File: config.mk
export PLATFORM = sky130hd
export DESIGN_NAME = fcd_ctrl
export DESIGN_NICKNAME = d
export VERILOG_FILES = /design/src/design/fcd_pkg.sv /design/src/design/fcd_ctrl.sv /design/src/design/fcd_fifo.sv
export SDC_FILE = /design/constraint.sdc
export NUM_CORES = 1
export LEC_CHECK = 0
export ABC_CLOCK_PERIOD_IN_PS = 24600
export BUFFER_PORTS_ARGS = -buffer_cell sky130_fd_sc_hd__clkbuf_2
export CAP_MARGIN = 5
export CORE_MARGIN = 1
export CORE_UTILIZATION = 63
export DETAILED_ROUTE_END_ITERATION = 6
export GPL_TIMING_DRIVEN = 0
export PLACE_DENSITY = 0.85
export SYNTH_ARGS = -nofsm -noshare
export SYNTH_HDL_FRONTEND = slang
export SYNTH_HIERARCHICAL = 1
export SYNTH_SLANG_ARGS = --single-unit
File: constraint.sdc
create_clock -name clk -period 24.6 [get_ports clk]
set_clock_uncertainty 0.05 [all_clocks]
set_input_delay 3.69 -clock clk [delete_from_list [all_inputs] [get_ports clk]]
set_output_delay 3.69 -clock clk [all_outputs]
set_load 0.005 [all_outputs]
File: src/design/fcd_pkg.sv
// Shared constants for the fast cycle DRAM command and power control block.
// Assumes link-side counts are in link clock cycles, found by edge sampling.
package fcd_pkg;
	// Second-command bank codes that pick a mode register
	localparam logic [1:0] MR_SEL_REGULAR = 2'h0;
	localparam logic [1:0] MR_SEL_EXTENDED = 2'h1;
	// Regular mode register fields
	localparam int BL_LSB = 0;
	localparam int BT_BIT = 3;
	localparam int CL_LSB = 4;
	localparam int TE_BIT = 7;
	localparam logic [2:0] BL_CODE_2 = 3'h1;
	localparam logic [2:0] BL_CODE_4 = 3'h2;
	localparam logic [2:0] CL_CODE_4 = 3'h4;
	localparam logic [7:0] REG_MODE_RESET = 8'h42;
	// Extended mode register fields
	localparam int DS_BIT = 0;
	localparam int DIC_LO_BIT = 1;
	localparam int DIC_HI_BIT = 6;
	// Latencies in link cycles
	localparam logic [3:0] READ_LAT = 4'h4;
	localparam logic [3:0] WRITE_LAT = 4'h3;
	// Link cycle counts
	localparam logic [7:0] REFRESH_CYCLES = 8'h12;
	localparam logic [7:0] WAKE_CYCLES_DEF = 8'h02;
	localparam logic [7:0] ENTRY_MIN_DEF = 8'h00;
	localparam logic [7:0] ENTRY_MAX_DEF = 8'h01;
	localparam logic [7:0] VALID_LIMIT_DEF = 8'h03;
	localparam logic [7:0] DLL_LOCK_DEF = 8'hC8;
	// Write FIFO
	localparam int WFIFO_DEPTH = 4;
	localparam int WFIFO_WIDTH = 18;

	typedef enum logic [3:0] {
		FCD_IDLE, FCD_ACT_RD, FCD_ACT_WR, FCD_READ, FCD_WRITE,
		FCD_REFRESH, FCD_SELF, FCD_PDOWN, FCD_WAKE
	} fcd_state_e;
endpackage

File: src/design/fcd_ctrl.sv
// Command, mode register, refresh and low-power control of the memory device.
// Assumes clk runs well above the link clock, which is sampled as a plain pin.
// Overview of operation
// - Mode load picks regular register on bank bits 00, extended on 01.
// - After sleep rises, commands are accepted only after the wake delay.
// - DLL switch zero enables it; lock time runs after extended load.
// - Sleep low inside entry window gives self-refresh; after limit gives power-down.
// - Sleep low between window end and limit also gives self-refresh.
// - Commands sampled at link clock rise; outputs aligned to link clock edges.
// - Bank select latched with activation, bank zero bit least significant.
// - Upper address with activation, lower with address latch; bank bit 2 as A14.
// - Each operation is an activation followed next cycle by a second command.
// - Burst length field selects two or four words, others ignored.
`timescale 1ns/1ps
module fcd_ctrl #(
	parameter logic [7:0] WAKE_CYCLES = fcd_pkg::WAKE_CYCLES_DEF,
	parameter logic [7:0] ENTRY_MIN = fcd_pkg::ENTRY_MIN_DEF,
	parameter logic [7:0] ENTRY_MAX = fcd_pkg::ENTRY_MAX_DEF,
	parameter logic [7:0] VALID_LIMIT = fcd_pkg::VALID_LIMIT_DEF,
	parameter logic [7:0] DLL_LOCK = fcd_pkg::DLL_LOCK_DEF
) (
	input wire logic clk, // Block clock
	input wire logic resetn, // Asynchronous reset, active low
	input wire logic link_clk, // Memory clock pin, sampled
	input wire logic cs_n, // Chip select, active low
	input wire logic function_select, // Function select pin
	input wire logic [13:0] addr, // Address pins
	input wire logic [2:0] bank_select, // Bank pins
	input wire logic sleep_control, // Low requests sleep
	input wire logic [1:0] strobe_in, // Byte strobes in (lower, upper)
	output logic [1:0] strobe_out, // Byte strobes out
	output logic [1:0] strobe_oe_n, // Strobe drive enable, low drives
	input wire logic [15:0] dq_in, // Data pins in
	output logic [15:0] dq_out, // Data pins out
	output logic dq_oe_n, // Data drive enable, low drives
	output logic rd_req, // Read burst starts, pulse
	output logic rd_next, // One read word consumed, pulse
	input wire logic [15:0] core_rdata, // Read word from core
	output logic [2:0] acc_bank, // Bank of current access
	output logic [14:0] acc_upper, // Upper address incl. bank bit 2
	output logic [7:0] acc_lower, // Lower address
	output logic core_wvalid, // Write word valid
	input wire logic core_wready, // Core takes write word
	output logic [15:0] core_wdata, // Write word
	output logic [1:0] core_wbe, // Byte enables of write word
	output logic [7:0] reg_mode, // Regular mode register
	output logic [2:0] ext_mode, // Extended mode: dic hi, dic lo, dll switch
	output logic dll_ready, // DLL enabled and locked
	output logic in_self_refresh, // Self-refresh active
	output logic in_power_down, // Power-down active
	output logic refresh_pulse, // Auto-refresh started, pulse
	output logic cmd_refused, // Command ignored, pulse
	output logic write_overrun // Write word lost to full FIFO, sticky
);
	typedef struct packed {
		logic [2:0] lclk;
		logic [1:0] slp;
		logic [1:0] cs;
		logic [1:0] fn;
		logic [1:0][13:0] ad;
		logic [1:0][2:0] ba;
		logic [2:0][1:0] stb;
		logic [1:0][15:0] dq;
		fcd_pkg::fcd_state_e st;
		logic bl4;
		logic [7:0] mode;
		logic [2:0] ext;
		logic [7:0] cnt;
		logic [7:0] wake_len;
		logic [7:0] lock_cnt;
		logic locked;
		logic decided;
		logic pd_after;
		logic [2:0] wcnt;
		logic [1:0][2:0] lane_len;
		logic [2:0] rcnt;
		logic [15:0] dq_o;
		logic [1:0] stb_o;
		logic oe_n;
		logic rreq;
		logic rnext;
		logic [2:0] bank;
		logic [14:0] upper;
		logic [7:0] lower;
		logic selfr;
		logic pdn;
		logic refp;
		logic refused;
		logic ovr;
		logic push;
		logic [17:0] pdata;
	} fcd_ctrl_s;

	fcd_ctrl_s s_reg, s_next;
	logic [1:0] rst_q;
	logic rst_n;
	logic f_ready;
	logic f_valid;
	logic [17:0] f_data;
	logic lr, lf, cmd_on, slp_lo, wedge;
	logic [2:0] burst;

	// Write length per byte lane from its two length bits
	function automatic logic [2:0] lane_words(input logic bl4, input logic v0, input logic v1);
		if (!bl4) begin
			lane_words = v0 ? 3'h1 : 3'h2;
		end else begin
			lane_words = (v0 && v1) ? 3'h1 : ((!v0 && v1) ? 3'h2 : 3'h4);
		end
	endfunction

	always_ff @(posedge clk or negedge resetn) begin
		if (!resetn) begin
			rst_q <= 2'h0;
		end else begin
			rst_q <= {rst_q[0], 1'b1};
		end
	end
	assign rst_n = rst_q[1];

	always_comb begin
		s_next = s_reg;
		s_next.lclk = {s_reg.lclk[1:0], link_clk};
		s_next.slp = {s_reg.slp[0], sleep_control};
		s_next.cs = {s_reg.cs[0], cs_n};
		s_next.fn = {s_reg.fn[0], function_select};
		s_next.ad = {s_reg.ad[0], addr};
		s_next.ba = {s_reg.ba[0], bank_select};
		s_next.stb = {s_reg.stb[1:0], strobe_in};
		s_next.dq = {s_reg.dq[0], dq_in};
		s_next.rreq = 1'b0;
		s_next.rnext = 1'b0;
		s_next.refp = 1'b0;
		s_next.refused = 1'b0;
		s_next.push = 1'b0;
		lr = s_reg.lclk[1] && !s_reg.lclk[2];
		lf = !s_reg.lclk[1] && s_reg.lclk[2];
		cmd_on = lr && !s_reg.cs[1];
		slp_lo = !s_reg.slp[1];
		wedge = s_reg.stb[1][0] != s_reg.stb[2][0];
		burst = s_reg.bl4 ? 3'h4 : 3'h2;
		if (!s_reg.ovr && s_reg.push && !f_ready) begin
			s_next.ovr = 1'b1;
		end
		if (lr && !s_reg.locked && s_reg.ext[0] == 1'b0) begin
			if (s_reg.lock_cnt == DLL_LOCK - 8'h01) begin
				s_next.locked = 1'b1;
			end else begin
				s_next.lock_cnt = 8'(s_reg.lock_cnt + 8'h01);
			end
		end
		unique case (s_reg.st)
			fcd_pkg::FCD_IDLE: begin
				if (lr && slp_lo) begin
					s_next.st = fcd_pkg::FCD_PDOWN;
					s_next.pdn = 1'b1;
				end else if (cmd_on) begin
					s_next.st = s_reg.fn[1] ? fcd_pkg::FCD_ACT_RD : fcd_pkg::FCD_ACT_WR;
					s_next.bank = s_reg.ba[1];
					s_next.upper = {s_reg.ba[1][2], s_reg.ad[1]};
				end
			end
			fcd_pkg::FCD_ACT_RD: begin
				if (lr && s_reg.cs[1]) begin
					if (!s_reg.locked) begin
						s_next.refused = 1'b1;
						s_next.st = fcd_pkg::FCD_IDLE;
					end else begin
						s_next.lower = s_reg.ad[1][7:0];
						s_next.rreq = 1'b1;
						s_next.cnt = 8'h00;
						s_next.st = fcd_pkg::FCD_READ;
					end
				end else if (cmd_on) begin
					if (s_reg.ba[1][1:0] == fcd_pkg::MR_SEL_REGULAR) begin
						s_next.mode = s_reg.ad[1][7:0];
						if (s_reg.ad[1][2:0] == fcd_pkg::BL_CODE_2) begin
							s_next.bl4 = 1'b0;
						end else if (s_reg.ad[1][2:0] == fcd_pkg::BL_CODE_4) begin
							s_next.bl4 = 1'b1;
						end
					end else if (s_reg.ba[1][1:0] == fcd_pkg::MR_SEL_EXTENDED) begin
						s_next.ext = {s_reg.ad[1][fcd_pkg::DIC_HI_BIT], s_reg.ad[1][fcd_pkg::DIC_LO_BIT],
							s_reg.ad[1][fcd_pkg::DS_BIT]};
						// Any extended load restarts lock; a set switch bit keeps the DLL off
						s_next.locked = 1'b0;
						s_next.lock_cnt = 8'h00;
					end
					s_next.st = fcd_pkg::FCD_IDLE;
				end
			end
			fcd_pkg::FCD_ACT_WR: begin
				if (lr && s_reg.cs[1]) begin
					s_next.lower = s_reg.ad[1][7:0];
					s_next.lane_len[0] = lane_words(s_reg.bl4, s_reg.ba[1][2], s_reg.ad[1][13]);
					s_next.lane_len[1] = lane_words(s_reg.bl4, s_reg.ad[1][12], s_reg.ad[1][11]);
					s_next.wcnt = 3'h0;
					s_next.st = fcd_pkg::FCD_WRITE;
				end else if (cmd_on) begin
					s_next.refp = 1'b1;
					s_next.cnt = 8'h00;
					s_next.decided = slp_lo;
					s_next.pd_after = 1'b0;
					s_next.selfr = slp_lo;
					s_next.st = slp_lo ? fcd_pkg::FCD_SELF : fcd_pkg::FCD_REFRESH;
				end
			end
			fcd_pkg::FCD_REFRESH: begin
				if (slp_lo && !s_reg.decided) begin
					s_next.decided = 1'b1;
					if (s_reg.cnt >= ENTRY_MIN && s_reg.cnt <= ENTRY_MAX) begin
						s_next.st = fcd_pkg::FCD_SELF;
						s_next.selfr = 1'b1;
					end else if (s_reg.cnt > ENTRY_MAX && s_reg.cnt < VALID_LIMIT) begin
						// Undefined band: self-refresh chosen, it keeps data safest
						s_next.st = fcd_pkg::FCD_SELF;
						s_next.selfr = 1'b1;
					end else begin
						s_next.pd_after = 1'b1;
					end
				end
				if (lr) begin
					s_next.cnt = 8'(s_reg.cnt + 8'h01);
					if (s_reg.cnt == fcd_pkg::REFRESH_CYCLES - 8'h01 && s_next.st == fcd_pkg::FCD_REFRESH) begin
						s_next.st = s_reg.pd_after ? fcd_pkg::FCD_PDOWN : fcd_pkg::FCD_IDLE;
						s_next.pdn = s_reg.pd_after;
					end
				end
			end
			fcd_pkg::FCD_SELF, fcd_pkg::FCD_PDOWN: begin
				if (!slp_lo) begin
					s_next.cnt = 8'h00;
					s_next.st = fcd_pkg::FCD_WAKE;
					s_next.selfr = 1'b0;
					s_next.pdn = 1'b0;
					s_next.wake_len = (s_reg.st == fcd_pkg::FCD_SELF) ? fcd_pkg::REFRESH_CYCLES
						: WAKE_CYCLES;
					if (s_reg.st == fcd_pkg::FCD_SELF) begin
						s_next.locked = 1'b0;
						s_next.lock_cnt = 8'h00;
					end
				end
			end
			fcd_pkg::FCD_WAKE: begin
				if (cmd_on) begin
					s_next.refused = 1'b1;
				end
				if (lr) begin
					s_next.cnt = 8'(s_reg.cnt + 8'h01);
					if (s_reg.cnt >= s_reg.wake_len - 8'h01) begin
						s_next.st = fcd_pkg::FCD_IDLE;
					end
				end
			end
			fcd_pkg::FCD_READ: begin
				if (s_reg.oe_n) begin
					if (lr) begin
						s_next.cnt = 8'(s_reg.cnt + 8'h01);
						if (s_reg.cnt == 8'(fcd_pkg::READ_LAT - 4'h1)) begin
							s_next.oe_n = 1'b0;
							s_next.dq_o = core_rdata;
							s_next.stb_o = 2'h3;
							s_next.rnext = 1'b1;
							s_next.rcnt = 3'h1;
						end
					end
				end else if (lr || lf) begin
					if (s_reg.rcnt == burst) begin
						s_next.oe_n = 1'b1;
						s_next.stb_o = 2'h0;
						s_next.st = fcd_pkg::FCD_IDLE;
					end else begin
						s_next.dq_o = core_rdata;
						s_next.stb_o = ~s_reg.stb_o;
						s_next.rnext = 1'b1;
						s_next.rcnt = 3'(s_reg.rcnt + 3'h1);
					end
				end
			end
			fcd_pkg::FCD_WRITE: begin
				if (wedge) begin
					// Every edge of strobe 0 counts, masked words are simply not enabled
					s_next.push = 1'b1;
					s_next.pdata = {s_reg.wcnt < s_reg.lane_len[1], s_reg.wcnt < s_reg.lane_len[0],
						s_reg.dq[1]};
					s_next.wcnt = 3'(s_reg.wcnt + 3'h1);
					if (3'(s_reg.wcnt + 3'h1) == burst) begin
						s_next.st = fcd_pkg::FCD_IDLE;
					end
				end
			end
			default: begin
				s_next.st = fcd_pkg::FCD_IDLE;
			end
		endcase
	end

	always_ff @(posedge clk or negedge rst_n) begin
		if (!rst_n) begin
			s_reg <= '0;
			s_reg.st <= fcd_pkg::FCD_IDLE;
			s_reg.slp <= 2'h3; // Idle level, so no false sleep request follows reset
			s_reg.cs <= 2'h3; // Idle level, so no false command follows reset
			s_reg.oe_n <= 1'b1;
			s_reg.mode <= fcd_pkg::REG_MODE_RESET;
			s_reg.bl4 <= 1'b1;
			s_reg.ext <= 3'h1;
		end else begin
			s_reg <= s_next;
		end
	end

	// Pin-side writes cannot be stalled; a full FIFO drops the word and flags it
	fcd_fifo #(
		.WIDTH(fcd_pkg::WFIFO_WIDTH),
		.DEPTH(fcd_pkg::WFIFO_DEPTH)
	) u_wfifo (
		.clk(clk),
		.rst_n(rst_n),
		.in_valid(s_reg.push),
		.in_ready(f_ready),
		.in_data(s_reg.pdata),
		.out_valid(f_valid),
		.out_ready(core_wready),
		.out_data(f_data)
	);

	assign core_wvalid = f_valid;
	assign core_wdata = f_data[15:0];
	assign core_wbe = f_data[17:16];
	assign strobe_out = s_reg.stb_o;
	assign strobe_oe_n = {s_reg.oe_n, s_reg.oe_n};
	assign dq_out = s_reg.dq_o;
	assign dq_oe_n = s_reg.oe_n;
	assign rd_req = s_reg.rreq;
	assign rd_next = s_reg.rnext;
	assign acc_bank = s_reg.bank;
	assign acc_upper = s_reg.upper;
	assign acc_lower = s_reg.lower;
	assign reg_mode = s_reg.mode;
	assign ext_mode = s_reg.ext;
	assign dll_ready = s_reg.locked;
	assign in_self_refresh = s_reg.selfr;
	assign in_power_down = s_reg.pdn;
	assign refresh_pulse = s_reg.refp;
	assign cmd_refused = s_reg.refused;
	assign write_overrun = s_reg.ovr;
endmodule // fcd_ctrl

File: src/design/fcd_fifo.sv
// Small FIFO with a registered output stage.
// Assumes both sides on one clock; the read side may stall to apply back-pressure.
`timescale 1ns/1ps
module fcd_fifo #(
	parameter int WIDTH = 18,
	parameter int DEPTH = 4
) (
	input wire logic clk, // Clock
	input wire logic rst_n, // Synchronised reset, active low
	input wire logic in_valid, // Write word offered
	output logic in_ready, // Room for a word
	input wire logic [WIDTH-1:0] in_data, // Word in
	output logic out_valid, // Output word valid
	input wire logic out_ready, // Consumer takes word
	output logic [WIDTH-1:0] out_data // Word out, registered
);
	localparam int PW = $clog2(DEPTH);

	typedef struct packed {
		logic [DEPTH-1:0][WIDTH-1:0] mem;
		logic [PW-1:0] wp;
		logic [PW-1:0] rp;
		logic [PW:0] cnt;
		logic ov;
		logic [WIDTH-1:0] od;
	} fcd_fifo_s;

	fcd_fifo_s s_reg, s_next;
	logic push, pop;

	assign in_ready = (s_reg.cnt < (PW+1)'(DEPTH));
	assign out_valid = s_reg.ov;
	assign out_data = s_reg.od;

	always_comb begin
		s_next = s_reg;
		push = in_valid && in_ready;
		pop = (!s_reg.ov || out_ready) && (s_reg.cnt != '0);
		if (push) begin
			s_next.mem[s_reg.wp] = in_data;
			s_next.wp = PW'(s_reg.wp + 1'b1);
		end
		if (pop) begin
			s_next.od = s_reg.mem[s_reg.rp];
			s_next.rp = PW'(s_reg.rp + 1'b1);
			s_next.ov = 1'b1;
		end else if (out_ready) begin
			s_next.ov = 1'b0;
		end
		s_next.cnt = (PW+1)'(s_reg.cnt + {{PW{1'b0}}, push} - {{PW{1'b0}}, pop});
	end

	always_ff @(posedge clk or negedge rst_n) begin
		if (!rst_n) begin
			s_reg <= '0;
		end else begin
			s_reg <= s_next;
		end
	end
endmodule // fcd_fifo

======== Word level (Yosys, flattened, before mapping) ========
Cells that the tools add are included.
word-level totals
  logic and storage cells ................. 298
  flip-flop bits (word level) ............. 304
  input port bits ......................... 58
  output and inout port bits .............. 85
cells by class
  add/sub/neg operators ................... 9
  reduce and logical (&&, ||, !) cells .... 64
  multiplexer cells ....................... 112
  bitwise logic cells ..................... 5
  equal/unequal tests ..................... 45
  $lt $le $gt $ge ......................... 11
operator list
  operator                                                                count
  22-bit two-way mux                                                      4
  8-bit two-way mux                                                       10
  4-bit two-way mux                                                       19
  72-bit bitwise mux                                                      1
  9-bit two-way mux                                                       8
  19-bit two-way mux                                                      3
  2-bit inequality test (second input constant)                           21
  8-bit case mux with 5 select lines                                      1
  18-bit binary-select mux with 2-bit select                              1
  18-bit demux with 2-bit select                                          1
  18-bit two-way mux                                                      2
  3-bit two-way mux                                                       11
  4-bit case mux with 8 select lines                                      1
  1-bit two-way mux                                                       30
  25-bit two-way mux                                                      1
  4-bit by 3-bit equality test with 1-bit output (second input constant)  5
  1-bit logical AND                                                       20
  2-bit two-way mux                                                       10
  5-bit AND reduction                                                     4
  9-bit case mux with 2 select lines                                      1
  8-bit by 1-bit adder with 8-bit output (second input constant)          2
  16-bit two-way mux                                                      1
  8-bit case mux with 2 select lines                                      1
  4-bit AND reduction                                                     4
  47 further kinds                                                        84

======== Depth between registers and ports, before layout ========
Gate-level depths: netlist (run 1).
  depth after elaboration ................. 11
  depth in mapped cells ................... 10
  mapped depth without buffers ............ 10

======== Modules after synthesis ========
The synthesis (run 1) kept the hierarchy.
modules (own cells, without submodules)
  module    times used  area an instance (um^2)  cells an instance  sequential area each (um^2)
  fcd_ctrl  1           8,144.1                  647                4,991.0
  fcd_fifo  1           4,623.2                  266                2,452.4

======== Worst setup path before layout (run 1) ========
Ideal clock, no wire load.
  path type ............................... input-to-reg
  start ................................... input port core_wready
  end ..................................... register u_wfifo/s_reg[21] in the netlist's numbering
  library setup time ...................... 0.123 ns
  data arrival time ....................... 5.289 ns
  slack ................................... 19.138 ns
  buffers on the path ..................... 1
  data required time ...................... 24.427 ns
  stages on the path ...................... 9
  cells stage by stage .................... nand2b_1 nor2b_1 buf_2 ha_1 inv_1 ha_1 fa_1 xnor2_1 xnor2_1
RTL lines
  element               line            text
  start, declared       fcd_ctrl.sv:43  input wire logic core_wready,
  end signal, assigned  fcd_fifo.sv:57  s_reg <= s_next;
  end, declared         fcd_fifo.sv:28  fcd_fifo_s s_reg, s_next;

==> impl_metrics.yaml, run 1 <==
status:
  status: "completed"
global_routing:
  antenna_violations_before_repair: 0
  overflow: 0
  grt_pass1_vias: 7764
  grt_first_pass_wirelength_um: 38610
  groute.usage.overall: 0.2366
  grt_start_max_net_pins: 72
layout:
  insertedDiodeCount: 0
  drive_above_1_share: 0.4338
  fin_util: 0.7555
  nets: 1173
  fillerInstances: 1264
  layout.cells.most_common: "sky130_fd_sc_hd__dfrtp_1"
  most-common-layout-cells: "287 x sky130_fd_sc_hd__dfrtp_1, 141 x sky130_fd_sc_hd__clkbuf_2, 86 x sky130_fd_sc_hd__mux2_2"
  flow.area_growth_from_synthesis_pct: 16.30
  finalNonFillerCells: 1376
  largest_register_ffs: 94
sta:
  accumulated_negative_setup_slack_ns: 0
  fmaxAchievable_ghz: 0.1921
  layout_min_cycle_time_ns: 5.205
  setup-violations-final: 0
  timing_hold_violations_final: 0
  rsz_0062_raised_after_global_routing: "no"
  maxSlewHeadroom: 0.4854
  slew_violations: 0
  timing.final.crit_share: 0.2116
  timing_worst_slew_pin_value_ns: 0.7661
yosys:
  synth_top_family_by_area: "multiplexers"
  ys_types: 77
  synth.top_cell.area_share: 0.5645
  yosys_warnings: 6
  post_synth_main_area_contributors: "sky130_fd_sc_hd__dfrtp_1 56%, sky130_fd_sc_hd__mux2_2 7.6%, sky130_fd_sc_hd__mux2_4 6.8%"
  syn-instance-count: 913
  synth_seq_cells: 297
  synthesis.area_per_instance_um2: 13.98
  synthesis.area_um2: 12770
  synth.largest_area_cell: "sky130_fd_sc_hd__dfrtp_1"
  synth_xor_area_frac: 0.009604
  synth_compound_area_frac: 0.04577
  adder_and_majority_gate_portion_of_the_synthesized_area: 0.02685
  ys_dominant_reg_cell: "sky130_fd_sc_hd__dfrtp_1"
  syn_nets: 997
  synth_enable_flop_cells: 0
  synth.area.mux_share: 0.1782
  synth.yosys.seq_area_share: 0.5830
  async_s_r_ff_share_synth: 1.000
  synthSimpleGateAreaFrac: 0.08918
place:
  place.detailed.instances: 1323
  detailed_place_hpwl_um: 15950
  globalplace.congestion: 0.8624
  count_of_buffers_from_port_buffering: 141
floorplan:
  dieWidth_um: 144.4
  pin_count: 143
  die-area_um2: 20840
  die_height_um: 144.4
  initial_standard_cell_utilization_of_the_core: 0.6496
  design.core.area_um2: 19650
  std_cell_rows: 51
clocking:
  clockBufferDepth: 3
  setup_buffers_after_cts: 0
  cts_inserted_buffers: 29
  insertion_delay_ns: 0.54
  clk_root_buffer_cell: "sky130_fd_sc_hd__clkbuf_16"
  clkTransAtPathRegs_ns: 0.06
  cts_repair_resize_count: 0
  clock_tree_from_tritoncts: "yes"
  h-tree-depth: 1
  cts-hold-fix-buffers: 0
  cts_sinks: 297
critical_path:
  crit_path_max_fanout: 10
  cp-start-kind: "input pin"
  crit-reg2reg-launch: "s_reg[123]$_DFFE_PN0P_"
  path_class: "input pin to flop"
  worstPathRequired_ns: 25.01
  worst_setup_path_end_kind: "flop"
  cp_data_arrival_time_ns: 5.61
  crit_path_start: "core_wready"
power:
  pwr_density_cell_nw_per_um2: 113.7
  power_leakage_nw: 7.390
  power_mw: 1.689
  vdd_ir_drop_max_uv: 75.84
run:
  max_cap_viol_count: 0
drt:
  drtAntennaViolNets: 0
  dr.pass1.iters: 4
  drt-vias-per-instance: 5.331
  routed_wire_length_per_instance_um: 16.80
  via_count: 7335
  drt_iter0_drc: 383
  drt_drc_violations_left: 0
  detail_route.wirelength_um: 23110
min_path:
  min-delay-start: "s_next[154]$_DFF_PN0_"
  timing.hold.worst.class: "flop to flop"
stage by stage:
step | setup slack (ns) | hold slack (ns) | cell area [µm²]
floorplan | 15.68 | 0.2812 | 12770
global placement | 12.72 | 0.2821 | 13800
detailed placement | 18.83 | 0.2847 | 13920
CTS | 19.40 | 0.2981 | 14850
global route | 19.34 | 0.3039 | 14850
finish | 19.40 | 0.2949 | 14850
critical path, stage by stage:
cell                       delay [ns]
sky130_fd_sc_hd__clkbuf_2        0.07
sky130_fd_sc_hd__nand2b_1        0.17
sky130_fd_sc_hd__nor2b_1         0.16
sky130_fd_sc_hd__buf_2           0.25
sky130_fd_sc_hd__ha_1            0.33
sky130_fd_sc_hd__inv_1           0.05
sky130_fd_sc_hd__ha_1            0.18
sky130_fd_sc_hd__fa_1            0.40
sky130_fd_sc_hd__xnor2_1         0.19
sky130_fd_sc_hd__xnor2_1         0.14
final cells by class:
type                            count  area [µm²]  share of cell area
Multi-Input combinational cell    489        4467              0.3008
Tap cell                          265       331.6             0.02233
Inverter                           25       93.84            0.006320
Sequential cell                   297        7447              0.5016
Clock inverter                      5       32.53            0.002191
Buffer                            102       763.2             0.05140
Timing Repair Buffer              145       815.8             0.05494
Clock buffer                       48       897.1             0.06042
routing by layer:
metal,share of wire,vias to the layer above,GRT usage
met4,0.019,0,0.05817
li1,-,3448,-
met5,0,-,0
met2,0.51,173,0.4122
met3,0.053,39,0.04801
met1,0.42,3675,0.3039
synth_stat cells (4+ instances only):
master,number
sky130_fd_sc_hd__a211oi_1,6
sky130_fd_sc_hd__a21oi_1,7
sky130_fd_sc_hd__a22o_1,5
sky130_fd_sc_hd__a31oi_1,4
sky130_fd_sc_hd__and3_1,7
sky130_fd_sc_hd__buf_2,7
sky130_fd_sc_hd__buf_4,81
sky130_fd_sc_hd__buf_6,9
sky130_fd_sc_hd__clkbuf_1,5
sky130_fd_sc_hd__dfrtp_1,288
sky130_fd_sc_hd__dfstp_2,9
sky130_fd_sc_hd__ha_1,25
sky130_fd_sc_hd__inv_1,24
sky130_fd_sc_hd__mux2_2,86
sky130_fd_sc_hd__mux2_4,58
sky130_fd_sc_hd__mux4_2,18
sky130_fd_sc_hd__nand2_1,81
sky130_fd_sc_hd__nand2_8,4
sky130_fd_sc_hd__nand2b_1,18
sky130_fd_sc_hd__nand3_1,14
sky130_fd_sc_hd__nor2_1,26
sky130_fd_sc_hd__nor2b_1,7
sky130_fd_sc_hd__nor3_1,7
sky130_fd_sc_hd__o21ai_0,33
sky130_fd_sc_hd__o21ai_1,5
sky130_fd_sc_hd__xnor2_1,5
sky130_fd_sc_hd__xor2_1,9
kinds of logic after synthesis:
kind of cell | Yosys count
adder cells (fa/ha/maj) | 27
multiplexers | 165
flip-flops | 297
AO/OA/AOI/OAI | 84
other | 1
XOR/XNOR | 14
buffers and inverters | 127
AND/OR/NAND/NOR | 198
final timing paths:
kind / to / slack (ns) / cells after the start
worst max-delay path: u_wfifo/s_reg[21]$_DFF_PN0_ / 19.40 / 10
worst max register to register: acc_upper[8]$_DFFE_PN0P_ / 22.08 / 6
worst min register to register: s_reg[154]$_DFF_PN0_ / 0.29 / 0
max in group asynchronous: rst_q[1]$_DFF_PN0_ / 21.51 / 1
worst min-delay path: s_reg[154]$_DFF_PN0_ / 0.29 / 0
min in group asynchronous: s_next[192]$_DFF_PN0_ / 0.33 / 0
power breakdown:
group / switching (mW) / internal (mW)
sequential: 0.0971 / 0.626
combinational: 0.230 / 0.313
clock: 0.176 / 0.247
total: 0.503 / 1.19
Note: power is estimated with default switching activity, not from simulation.
==> run 2: changes to the inputs <==
Settings changed: ABC_CLOCK_PERIOD_IN_PS 24600 to 4870, CORE_UTILIZATION 63 to 58, PLACE_DENSITY 0.85 to 0.79.
Clock period 24.6 ns to 4.87 ns, I/O delays scaled along.
==> run 2 against run 1 <==
Critical path depth shrank 4. Non-clock buffer count grew 1. Sequential power grew to 5.0 times the previous value. Count of clock-buffer cells in the layout shrank 4. Die area grew 8.5%. Critical endpoint is now acc_upper[9]$_DFFE_PN0P_. Largest cell class unchanged. Highest routed layer unchanged.
==> impl_metrics.yaml, run 2 (synthesis results as in run 1) <==
power:
  vdd_ir_drop_max_uv: 388.6
  pwr_density_cell_nw_per_um2: 583.6
  power_mw: 8.727
  power_leakage_nw: 7.430
layout:
  layout.cells.most_common: "sky130_fd_sc_hd__dfrtp_1"
  drive_above_1_share: 0.4353
  fin_util: 0.7025
  insertedDiodeCount: 0
  stdcell_area_um2: 14950
  multi_input_comb_area_um2: 4467
  seq_area_um2: 7447
  nets: 1174
  flow.area_growth_from_synthesis_pct: 17.13
  fillerInstances: 1469
  largest_register_ffs: 94
  most-common-layout-cells: "287 x sky130_fd_sc_hd__dfrtp_1, 141 x sky130_fd_sc_hd__clkbuf_2, 86 x sky130_fd_sc_hd__mux2_2"
place:
  place_area_um2: 13930
  pre_cts_ws_ns: 2.101
  globalplace.congestion: 0.8611
  count_of_buffers_from_port_buffering: 141
  detailed_place_hpwl_um: 15560
critical_path:
  path_class: "flop to flop"
  worst_path_max_delay_cell: "sky130_fd_sc_hd__nor3_4"
  worstPathRequired_ns: 5.26
  cp-start-kind: "flop"
  critical-path-max-stage-delay_ns: 0.48
  crit-reg2reg-launch: "s_reg[123]$_DFFE_PN0P_"
  crit_path_max_fanout: 10
  cp_common_cell: "sky130_fd_sc_hd__buf_4"
  cp_data_arrival_time_ns: 2.89
  worst_setup_path_end_kind: "flop"
  r2r-end: "acc_upper[9]$_DFFE_PN0P_"
  rrSetupSlack_ns: 2.37
  number_of_cells_on_the_worst_reg_to_reg_path: 6
  critical_path.cell_chain: "buf_4 -> nor2_1 -> nand2_1 -> nor3_4 -> buf_4 -> mux2_2"
floorplan:
  die-area_um2: 22610
  std_cell_rows: 53
  dieWidth_um: 150.4
  initial_standard_cell_utilization_of_the_core: 0.5998
  pin_count: 143
  design.core.area_um2: 21290
  die_height_um: 150.4
global_routing:
  groute.usage.overall: 0.2174
  overflow: 0
  grt_start_max_net_pins: 75
  grt_first_pass_wirelength_um: 38610
  antenna_violations_before_repair: 0
  grt_pass1_vias: 7584
sta:
  maxSlewHeadroom: 0.5082
  timing_worst_slew_pin_value_ns: 0.7322
  timing.final.crit_share: 0.5137
  accumulated_negative_setup_slack_ns: 0
  setup-violations-final: 0
  rsz_0062_raised_after_global_routing: "no"
  layout_min_cycle_time_ns: 2.502
  layout_setup_ws_ns: 2.368
  slew_violations: 0
  timing_hold_violations_final: 0
  fmaxAchievable_ghz: 0.3997
clocking:
  clkTransAtPathRegs_ns: 0.07
  clock_tree_from_tritoncts: "yes"
  cts_repair_resize_count: 0
  setup_buffers_after_cts: 0
  clk_root_buffer_cell: "sky130_fd_sc_hd__clkbuf_16"
  h-tree-depth: 1
  cts_sinks: 297
  clockBufferDepth: 3
  insertion_delay_ns: 0.55
  cts_inserted_buffers: 29
drt:
  drtAntennaViolNets: 0
  detail_route.wirelength_um: 23240
  dr.pass1.iters: 5
  via_count: 7354
  drt_drc_violations_left: 0
  drt_iter0_drc: 429
  drt-vias-per-instance: 5.302
  routed_wire_length_per_instance_um: 16.76
min_path:
  timing.hold.worst.class: "flop to async pin"
status:
  status: "completed"
run:
  max_cap_viol_count: 0
-- run 2: cell count changes in the layout (fill, tap and decap cells not counted), sizes merged --
| cell | change |
|---|---|
| clkinv | -1 |
| bufinv | +4 |
| clkbuf | -4 |
| clkinvlp | +1 |
| dlygate4sd3 | +1 |
-- run 2: where the power goes --
part | switching [mW] | leakage, nW | internal (mW)
Sequential | 0.484 | 3.72 | 3.16
Clock | 0.915 | 0.496 | 1.43
Combinational | 1.16 | 3.21 | 1.58
Total | 2.56 | 7.43 | 6.17
-- run 2: timing repair --
action                                 CTS  global route
endpoints found under the hold margin    2             0
setup endpoints to repair                0             0
hold buffers                             1             0
-- run 2: layer usage --
metal	share of wire	routed length [µm]	GRT usage	up-vias
met5	0	0	0	-
met4	0.022	501	0.05707	0
met3	0.054	1255	0.04727	37
met2	0.50	11660	0.3707	173
met1	0.42	9822	0.2816	3695
li1	-	-	-	3449
-- run 2: area by class of cell --
class                           count  area share
Sequential cell                   297      0.4980
Inverter                           25    0.006275
Buffer                            102     0.05104
Clock inverter                      9     0.01012
Multi-Input combinational cell    489      0.2987
Clock buffer                       44     0.05765
Timing Repair Buffer              146     0.05522
Tap cell                          275     0.02301
-- run 2: worst max-delay path, delay by kind of cell (launching register included) --
family / cells / cell delay [ns]
DFF: 1 / 0.47
and+or+nand+nor: 3 / 1.01
buffers and inverters: 2 / 0.50
muxes: 1 / 0.35
-- run 2: stage by stage --
step	hold WS (ns)	cells
floorplan	0.2812	913
global placement	0.2813	1329
detailed placement	0.2056	1333
CTS	0.1894	1387
global route	0.1930	1387
finish	0.1925	1387
-- run 2: worst max path at each step --
stage	startpoint	to	slack, ns	cells past startpoint
2_1_floorplan	rst_q[1]$_DFF_PN0_	acc_bank[0]$_DFFE_PN0P_	1.87	0
3_3_place_gp	rst_q[1]$_DFF_PN0_	u_wfifo/out_data[11]$_DFFE_PN0P_	0.88	0
3_5_place_dp	core_wready	u_wfifo/s_reg[21]$_DFF_PN0_	2.10	10
4_1_cts	s_reg[123]$_DFFE_PN0P_	acc_upper[9]$_DFFE_PN0P_	2.39	6
5_1_grt	s_reg[123]$_DFFE_PN0P_	acc_upper[11]$_DFFE_PN0P_	2.25	6
6_report	s_reg[123]$_DFFE_PN0P_	acc_upper[9]$_DFFE_PN0P_	2.37	6
